### config.mk
export PLATFORM = sky130hd
export DESIGN_NAME = mfc_top
export DESIGN_NICKNAME = d
export VERILOG_FILES = /design/src/core/mfc_pkg.sv /design/src/core/mfc_top.sv
export SDC_FILE = /design/constraint.sdc
export NUM_CORES = 1
export LEC_CHECK = 0
export BUFFER_PORTS_ARGS = -buffer_cell sky130_fd_sc_hd__buf_2
export CAP_MARGIN = 0
export CORE_MARGIN = 10
export CORE_UTILIZATION = 55
export DETAILED_ROUTE_END_ITERATION = 12
export PLACE_DENSITY = 0.83
export SKIP_LAST_GASP = 1
export SLEW_MARGIN = 20
export SYNTH_ARGS = -nofsm -noshare
export SYNTH_HDL_FRONTEND = slang
export SYNTH_SLANG_ARGS = --single-unit
### constraint.sdc
create_clock -name CLK -period 5.4 [get_ports CLK]
set_input_delay 0.54 -clock CLK [delete_from_list [all_inputs] [get_ports CLK]]
set_output_delay 0.54 -clock CLK [all_outputs]
set_load 0.01 [all_outputs]
### src/core/mfc_pkg.sv
// Constants for the MAC mode register and PAUSE flow-control block.
// Assumes a 20 MHz system clock and a plain strobe register port.
package mfc_pkg;
    localparam logic [7:0]  MODE_ADDR       = 8'h00;
    localparam logic [7:0]  FC_THRESH_ADDR  = 8'h04;
    localparam logic [7:0]  STATUS_ADDR     = 8'h08;
    localparam int          ZERO_TIME_PAUSE_BIT = 19;
    localparam int          PAUSE_FORWARD_BIT   = 18;
    localparam int          RX_FLOW_BIT         = 17;
    localparam int          TX_FLOW_BIT         = 16;
    localparam int          THRESH_MSB          = 7;
    localparam int          STATUS_PAUSED_BIT   = 16;
    localparam int          STATUS_QUANTA_MSB   = 15;
    localparam logic [31:0] READ_IDLE           = 32'h0000_0000;
    localparam logic [15:0] ZERO_QUANTA         = 16'h0000;
    localparam logic [15:0] QUANTA_FINAL        = 16'h0001;
    localparam logic [15:0] QUANTA_STEP         = 16'h0001;
    localparam logic [6:0]  SUB_START           = 7'h00;
    localparam logic [6:0]  SUB_STEP            = 7'h01;
    localparam logic [31:0] MODE_WMASK      = 32'h000F_FFFF;
    localparam logic [31:0] MODE_RESET      = 32'h0000_0000;
    localparam logic [7:0]  THRESH_RESET    = 8'h00;
    // One pause quantum is 512 bit times; at 100 Mb/s that is 5120 ns
    localparam int          QUANTUM_NS      = 5120;
    localparam int          CLK_NS          = 50;
    localparam int          QUANTUM_CYC     = (QUANTUM_NS + CLK_NS - 1) / CLK_NS;
    localparam logic [6:0]  QUANTUM_LAST    = 7'(QUANTUM_CYC - 1);
    typedef enum logic [1:0] {MFC_IDLE, MFC_PAUSED} mfc_state_t;
endpackage : mfc_pkg

### src/core/mfc_top.sv
// MAC mode register with receive/transmit PAUSE flow control.
// Assumes parsed PAUSE frame events and FIFO level arrive on the system clock.
`timescale 1ns/10ps
module mfc_top (
    input  wire logic        CLK,
    input  wire logic        RST_N,
    input  wire logic [7:0]  ADDR,
    input  wire logic [31:0] WDATA,
    input  wire logic        WR,
    input  wire logic        RD,
    output logic      [31:0] RDATA,
    input  wire logic        PAUSE_RX,
    input  wire logic [15:0] PAUSE_RX_TIME,
    input  wire logic [7:0]  RX_FIFO_LEVEL,
    output logic             PAUSE_FWD,
    output logic             PAUSE_DROP,
    output logic             TX_HOLD,
    output logic             ZERO_PAUSE_REQ,
    output logic             ZERO_TIME_PAUSE_ENABLE,
    output logic             PAUSE_FORWARD_MODE,
    output logic             RECEIVE_FLOW_CONTROL_ENABLE,
    output logic             TRANSMIT_FLOW_CONTROL_ENABLE
);
    // Stored state
    logic [31:0]         mac_operating_mode;
    logic [7:0]          flow_control_fifo_threshold;
    mfc_pkg::mfc_state_t state;
    mfc_pkg::mfc_state_t next_state;
    logic [15:0]         quanta;
    logic [15:0]         next_quanta;
    logic [6:0]          sub;
    logic [6:0]          next_sub;
    logic                below_prev;

    // Decoded mode fields and frame qualifiers
    logic                zero_time_pause_enable;
    logic                pause_forward_mode;
    logic                receive_flow_control_enable;
    logic                transmit_flow_control_enable;
    logic                below;
    logic                zero_frame;
    logic                timed_frame;
    logic                frame_discard;
    logic                quantum_done;
    logic                paused;
    logic [31:0]         status_word;

    // Address match, shared by the write and read decode
    function automatic logic mfc_hit(input logic [7:0] addr, input logic [7:0] target);
        return addr == target;
    endfunction : mfc_hit

    // Zero-timer test, shared by the discard, cancel and reload paths
    function automatic logic mfc_zero_time(input logic [15:0] timer);
        return timer == mfc_pkg::ZERO_QUANTA;
    endfunction : mfc_zero_time

    assign zero_time_pause_enable       = mac_operating_mode[mfc_pkg::ZERO_TIME_PAUSE_BIT];
    assign pause_forward_mode           = mac_operating_mode[mfc_pkg::PAUSE_FORWARD_BIT];
    assign receive_flow_control_enable  = mac_operating_mode[mfc_pkg::RX_FLOW_BIT];
    assign transmit_flow_control_enable = mac_operating_mode[mfc_pkg::TX_FLOW_BIT];

    assign below        = RX_FIFO_LEVEL < flow_control_fifo_threshold;
    assign zero_frame   = PAUSE_RX && mfc_zero_time(PAUSE_RX_TIME);
    assign timed_frame  = PAUSE_RX && !mfc_zero_time(PAUSE_RX_TIME);
    // Zero-timer frames carry no meaning while zero-time control is off
    assign frame_discard = zero_frame && !zero_time_pause_enable;
    assign quantum_done  = sub == mfc_pkg::QUANTUM_LAST;
    assign paused        = state == mfc_pkg::MFC_PAUSED;

    always_comb begin
        status_word                                      = mfc_pkg::READ_IDLE;
        status_word[mfc_pkg::STATUS_PAUSED_BIT]          = paused;
        status_word[mfc_pkg::STATUS_QUANTA_MSB:0]        = quanta;
    end

    // Reserved bits are never stored, so they cannot leak into reads
    always_ff @(posedge CLK or negedge RST_N) begin
        if (!RST_N) begin
            mac_operating_mode <= mfc_pkg::MODE_RESET;
        end else if (WR && mfc_hit(ADDR, mfc_pkg::MODE_ADDR)) begin
            mac_operating_mode <= WDATA & mfc_pkg::MODE_WMASK;
        end
    end

    always_ff @(posedge CLK or negedge RST_N) begin
        if (!RST_N) begin
            flow_control_fifo_threshold <= mfc_pkg::THRESH_RESET;
        end else if (WR && mfc_hit(ADDR, mfc_pkg::FC_THRESH_ADDR)) begin
            flow_control_fifo_threshold <= WDATA[mfc_pkg::THRESH_MSB:0];
        end
    end

    // Read data stand one cycle after the strobe and are zero otherwise
    always_ff @(posedge CLK or negedge RST_N) begin
        if (!RST_N) begin
            RDATA <= mfc_pkg::READ_IDLE;
        end else if (RD && mfc_hit(ADDR, mfc_pkg::MODE_ADDR)) begin
            RDATA <= mac_operating_mode & mfc_pkg::MODE_WMASK;
        end else if (RD && mfc_hit(ADDR, mfc_pkg::FC_THRESH_ADDR)) begin
            RDATA <= 32'(flow_control_fifo_threshold);
        end else if (RD && mfc_hit(ADDR, mfc_pkg::STATUS_ADDR)) begin
            RDATA <= status_word;
        end else begin
            RDATA <= mfc_pkg::READ_IDLE;
        end
    end

    // Pause timer: a quantum is 512 bit times, rounded up to whole clocks
    always_comb begin
        next_state  = state;
        next_quanta = quanta;
        next_sub    = sub;
        case (state)
            mfc_pkg::MFC_IDLE: begin
                if (receive_flow_control_enable && timed_frame) begin
                    next_state  = mfc_pkg::MFC_PAUSED;
                    next_quanta = PAUSE_RX_TIME;
                    next_sub    = mfc_pkg::SUB_START;
                end
            end
            mfc_pkg::MFC_PAUSED: begin
                if (!receive_flow_control_enable) begin
                    // Turning receive flow control off frees the transmitter at once
                    next_state = mfc_pkg::MFC_IDLE;
                end else if (zero_frame && zero_time_pause_enable) begin
                    next_state  = mfc_pkg::MFC_IDLE;
                    next_quanta = mfc_pkg::ZERO_QUANTA;
                end else if (timed_frame) begin
                    // A fresh frame restarts the wait from its own timer
                    next_quanta = PAUSE_RX_TIME;
                    next_sub    = mfc_pkg::SUB_START;
                end else if (quantum_done) begin
                    next_sub = mfc_pkg::SUB_START;
                    if (quanta == mfc_pkg::QUANTA_FINAL) begin
                        next_state  = mfc_pkg::MFC_IDLE;
                        next_quanta = mfc_pkg::ZERO_QUANTA;
                    end else begin
                        next_quanta = quanta - mfc_pkg::QUANTA_STEP;
                    end
                end else begin
                    next_sub = sub + mfc_pkg::SUB_STEP;
                end
            end
            default: begin
                next_state = mfc_pkg::MFC_IDLE;
            end
        endcase
    end

    always_ff @(posedge CLK or negedge RST_N) begin
        if (!RST_N) begin
            state <= mfc_pkg::MFC_IDLE;
        end else begin
            state <= next_state;
        end
    end

    always_ff @(posedge CLK or negedge RST_N) begin
        if (!RST_N) begin
            quanta <= mfc_pkg::ZERO_QUANTA;
        end else begin
            quanta <= next_quanta;
        end
    end

    always_ff @(posedge CLK or negedge RST_N) begin
        if (!RST_N) begin
            sub <= mfc_pkg::SUB_START;
        end else begin
            sub <= next_sub;
        end
    end

    // Verdicts are one-cycle pulses, one clock after the frame
    always_ff @(posedge CLK or negedge RST_N) begin
        if (!RST_N) begin
            PAUSE_FWD <= 1'b0;
        end else begin
            PAUSE_FWD <= PAUSE_RX && pause_forward_mode && !frame_discard;
        end
    end

    always_ff @(posedge CLK or negedge RST_N) begin
        if (!RST_N) begin
            PAUSE_DROP <= 1'b0;
        end else begin
            PAUSE_DROP <= PAUSE_RX && (!pause_forward_mode || frame_discard);
        end
    end

    // Hold trails the timer state by a clock; the transmitter samples it
    always_ff @(posedge CLK or negedge RST_N) begin
        if (!RST_N) begin
            TX_HOLD <= 1'b0;
        end else begin
            TX_HOLD <= paused && receive_flow_control_enable;
        end
    end

    // Edge based: a level that stays low asks only once, not every clock
    always_ff @(posedge CLK or negedge RST_N) begin
        if (!RST_N) begin
            below_prev     <= 1'b1;
            ZERO_PAUSE_REQ <= 1'b0;
        end else begin
            below_prev     <= below;
            ZERO_PAUSE_REQ <= transmit_flow_control_enable && zero_time_pause_enable
                              && below && !below_prev;
        end
    end

    // Mode bits exported through flops, one clock behind the register
    always_ff @(posedge CLK or negedge RST_N) begin
        if (!RST_N) begin
            ZERO_TIME_PAUSE_ENABLE       <= 1'b0;
            PAUSE_FORWARD_MODE           <= 1'b0;
            RECEIVE_FLOW_CONTROL_ENABLE  <= 1'b0;
            TRANSMIT_FLOW_CONTROL_ENABLE <= 1'b0;
        end else begin
            ZERO_TIME_PAUSE_ENABLE       <= zero_time_pause_enable;
            PAUSE_FORWARD_MODE           <= pause_forward_mode;
            RECEIVE_FLOW_CONTROL_ENABLE  <= receive_flow_control_enable;
            TRANSMIT_FLOW_CONTROL_ENABLE <= transmit_flow_control_enable;
        end
    end
endmodule : mfc_top

Word-level counts from Yosys, hierarchy flattened
Index checks and enable logic that the tools add are counted.

word-level totals
  bits in registers = 94
  input port bits = 69
  logic and storage cells = 83
  output and inout bits = 40

operators by class
  mux-type cells = 23
  equal/unequal tests = 12
  add/sub/neg operators = 2
  reduce and logical (&&, ||, !) cells = 30
  $lt $le $gt $ge = 1

operators with widths
  cell                   number
  $mux 16                6
  $mux 32                2
  $mux 7                 5
  $pmux 16 s2            1
  $logic_and 1x1->1      17
  $mux 17                1
  $eq 16x1->1 const B    1
  $logic_not 16->1       1
  $sub 16x1->16 const B  1
  $pmux 7 s2             1
  $mux 2                 6
  $ne 4x3->1 const B     3
  $reduce_and 4->1       3
  $eq 8x3->1 const B     1
  $eq 8x4->1 const B     1
  $logic_not 8->1        1
  $lt 8x8->1             1
  $add 7x1->7 const B    1
  $eq 7x7->1 const B     1
  $ne 2x2->1 const B     3
  $logic_not 1->1        5
  $ne 4x2->1 const B     1
  $pmux 2 s2             1
  $eq 2x1->1 const B     1
  other kinds (3)        3

Logic depth before layout (Yosys ltp)
  word-level depth = 7
  mapped depth = 9
  gate-level depth less buffers = 7

Worst setup path before layout
No wires, ideal clock.

  path type = register to register
  from = register quanta[6]
  to = register quanta[11]
  arrival time = 2.341 ns
  clock period less this slack = 2.467 ns
  setup time = 0.126 ns
  cell stages (with the launch flop) = 10
  path slack = 2.933 ns
  buffers on the path = 3
  path through = dfrtp_1 -> buf_6 -> or4_4 -> or3_1 -> buf_6 -> o32ai_4 -> or2_1 -> buf_6 -> a21oi_2 -> a221o_1

between the ends
  longest elaborated chain between the ends = 7
  elaborated cells between the ends (all ways) = 8

RTL lines
  item                                          RTL line                        text
  from (decl)                                   mfc_top.sv:29                   logic [15:0] quanta;
  from (signal assigned)                        mfc_top.sv:161                  quanta <= mfc_pkg::ZERO_QUANTA;
  from (signal assigned)                        mfc_top.sv:163                  quanta <= next_quanta;
  $sub 16x1->16 or $eq 16x1->1 (tied branches)  mfc_top.sv:139, mfc_top.sv:135
  $mux 16 *                                     mfc_top.sv:135                  if (quanta == mfc_pkg::QUANTA_FINAL) begin
  $mux 16 *                                     mfc_top.sv:133                  end else if (quantum_done) begin
  $mux 16 *                                     mfc_top.sv:129                  end else if (timed_frame) begin
  $mux 16 *                                     mfc_top.sv:126                  end else if (zero_frame && zero_time_pause_enable) begin
  $mux 16 *                                     mfc_top.sv:123                  if (!receive_flow_control_enable) begin
  $pmux 16 s2 *                                 mfc_top.sv:114                  case (state)

Mark *: on every way between the ends. The rest lies on a longest branch, timed or not. The select of a mux whose other input is x is not followed.
A chain may end at the register's enable or synchronous reset.

Worst setup path after layout
  from = register quanta[6]
  to = register quanta[9]

The elaborated chain is that of the path after synthesis.

==> key figures <==
Power and ir drop
  • Pwr per Cell Area: 283.8 nW/um2
  • Comb pwr share: 13.9%
  • Switching pwr: 0.0003794 W
  • Worst vdd ir: 164.1 uV
  • Leak pwr: 2.285 nW
  • Clock share of power: 32.1%
  • Switching Share: 29.27%
  • Int Power: 0.0009171 W
  • Seq pwr share: 53.9%

CTS
  • H-tree levels: 3
  • Clk root buf: clkbuf_8
  • Clock latency on the worst-skew pair: 0.35 ns
  • Setup bufs post-CTS: 0
  • Hold buffers post-CTS: 0
  • CTS tree: yes
  • TritonCTS buffer count: 9
  • Post-cts sizing count: 0
  • Reg clk slew, reported paths: 0.08 ns
  • Clock Sinks: 81
  • Max clock buf depth: 2

Timing
  • Setup TNS: 0 ns
  • RSZ-0062 raised after global routing: no
  • Rel. slew slack: 36.81%
  • Period Utilization, post-route: 51.21%
  • Final setup viols: 0
  • Max Transition Viols Final: 0
  • Max Fclk: 361.6 MHz
  • Worst Skew: 0.01197 ns
  • Final hold viol count: 0
  • Worst Max-Slew Pin Slew: 0.9478 ns
  • Final worst path period need: 2.765 ns
  • Setup slack after layout: 2.635 ns

Worst setup path
  • Reg-to-reg endpoint: quanta[9]$_DFFE_PN0P_
  • Worst R2R Start: quanta[6]$_DFFE_PN0P_
  • Worst setup EP type: flop
  • Worst reg2reg setup slack: 2.63 ns
  • Arrival time worst endpoint: 3.00 ns
  • Critical path class: flop to flop
  • Worst r2r path cells: 6
  • CP Launch Type: flop
  • Crit path max fanout: 9
  • Worst EP required: 5.63 ns

Routing
  • Drt first pass iters: 6
  • Drt wl/cell: 17.95 um
  • Drt first-iter violations: 271
  • Post-DRT Antenna Nets: 0
  • WL final: 9.783 mm
  • Vias post-DR: 3224
  • Vias/cell: 5.916
  • DRC Markers: 0

Logic synthesis
  • #FFs+latches synth: 81
  • Mapped Cells: 358
  • Synth Flop Type: dfrtp_1
  • Number of synthesized flops with an enable pin: 0
  • Yosys cell types: 56
  • Seq/Total Area, Yosys: 51.89%
  • Total of warnings raised by yosys: 0
  • Syn_area_per_cell: 10.92 um2
  • FFs w/ async S/R, synth: 100.0%
  • Synthesized cell area: 3909 um2

Status
  • Outcome: finished, final reports clean

Placement
  • DPL Wire Length: 7.251 mm
  • GP Congestion: 0.8960
  • I/O Buffers: 84
  • Post-Place Setup Slack: 2.508 ns

Final layout
  • Final Net Count: 524
  • Area Overhead vs Synth: 16.87%
  • FILL cells: 546
  • Commonest non-fill, non-tap cells in the layout: buf_2, dfrtp_1, mux2_2, o21ai_0
  • Most common cell after layout, fill and taps aside: buf_2
  • Diode count: 0
  • Layout cells sized above 1: 32.74%

GRT
  • First-pass GRT wire length: 15.62 mm
  • Antenna violations before repair: 0
  • Total grt overflow: 0
  • Largest net degree at the start of global routing: 82
  • Vias in the first global route: 3170
  • Total track usage: 17.57%

Run
  • Maxcap violations: 0

Floorplan
  • Die area: 10880 um2
  • Die height: 104.3 um
  • Core box area: 6869 um2
  • Initial Utilization: 56.90%
  • IO Pins: 109
  • Row count: 30
  • Chip width: 104.3 um

Min path
  • Hold crit path type: input pin to asynchronous set/reset pin
synth_stat cells (5+ instances only):
library cell | instances | area, um2
a21oi_1 | 11 | 55.05
a222oi_1 | 8 | 80.08
a22o_1 | 9 | 78.83
a31oi_1 | 5 | 31.28
and2_1 | 6 | 37.54
buf_4 | 12 | 90.09
clkbuf_1 | 9 | 33.78
dfrtp_1 | 80 | 2002
ha_1 | 11 | 137.6
inv_1 | 24 | 90.09
mux2_2 | 28 | 315.3
nand2_1 | 24 | 90.09
nand3_1 | 10 | 50.05
nor2_1 | 19 | 71.32
nor3_1 | 7 | 35.03
nor4_1 | 9 | 56.30
o21ai_0 | 26 | 130.1
state kept, by name, summed over array words and instances (netlist names), 7 cells and up:
name,cells
flow_control_fifo_threshold,8
sub,7
RDATA,20
mac_operating_mode,20
quanta,16
stage by stage:
stage	util (%)	total power, W	hold WS [ns]	cell area (um2)	cells
floorplan	-	0.0008161	0.2444	3950	369
global placement	63.70	0.0008772	0.4083	4375	529
detailed placement	63.70	0.0008881	0.4119	4375	529
CTS	66.45	0.001298	0.3797	4564	545
global route	66.50	0.001356	0.2705	4568	545
finish	66.50	0.001297	0.2085	4568	545
cell families after synthesis:
family,Yosys count,synth area share [%]
fa+ha+maj,11,3.521
flops,81,51.89
mux,28,8.067
other cells,1,0.09594
simple gates,97,12.93
compound gates,92,17.16
buf+inv,48,6.338
power groups by stage:
stage,clock (W),sequential (W),combinational [W]
after floorplan,0,0.000695,0.000122
after global placement,0,0.000707,0.000170
after detailed placement,0,0.000709,0.000179
after CTS,0.000420,0.000697,0.000180
after global routing,0.000447,0.000706,0.000204
final,0.000417,0.000699,0.000181
worst max path at each step:
stage | from | end | depth (start not counted)
detailed placement | PAUSE_RX_TIME[0] | quanta[8]$_DFFE_PN0P_ | 7
global route | quanta[6]$_DFFE_PN0P_ | quanta[9]$_DFFE_PN0P_ | 6
global placement | PAUSE_RX_TIME[0] | quanta[8]$_DFFE_PN0P_ | 7
floorplan | quanta[6]$_DFFE_PN0P_ | quanta[11]$_DFFE_PN0P_ | 9
CTS | quanta[6]$_DFFE_PN0P_ | quanta[6]$_DFFE_PN0P_ | 6
finish | quanta[6]$_DFFE_PN0P_ | quanta[9]$_DFFE_PN0P_ | 6
metal layers:
| layer | up-vias | part of all wire, % | track usage [%] |
|---|---|---|---|
| met5 | - | 0 | 0 |
| li1 | 1470 | - | - |
| met2 | 164 | 51 | 29.99 |
| met4 | 0 | 2.7 | 8.549 |
| met3 | 27 | 7.3 | 4.647 |
| met1 | 1563 | 39 | 19.80 |
critical path, stage by stage, from the launching register on:
cell and delay, ns:
dfrtp_1 0.48, or4_4 0.54, or3_1 0.45, o32ai_4 0.47, or2_1 0.37, o21ai_0 0.15, o2bb2ai_1 0.18
cell type report:
type | count | area (um2) | share of cell area [%]
inverter | 24 | 90.09 | 1.972
sequential | 81 | 2028 | 44.40
tap | 96 | 120.1 | 2.629
timing repair buffer | 88 | 456.7 | 9.997
multi-input combinational | 240 | 1684 | 36.87
clock inverter | 5 | 37.54 | 0.8217
clock buffer | 11 | 151.4 | 3.314
No activity file was read; power rests on OpenSTA's default activity.
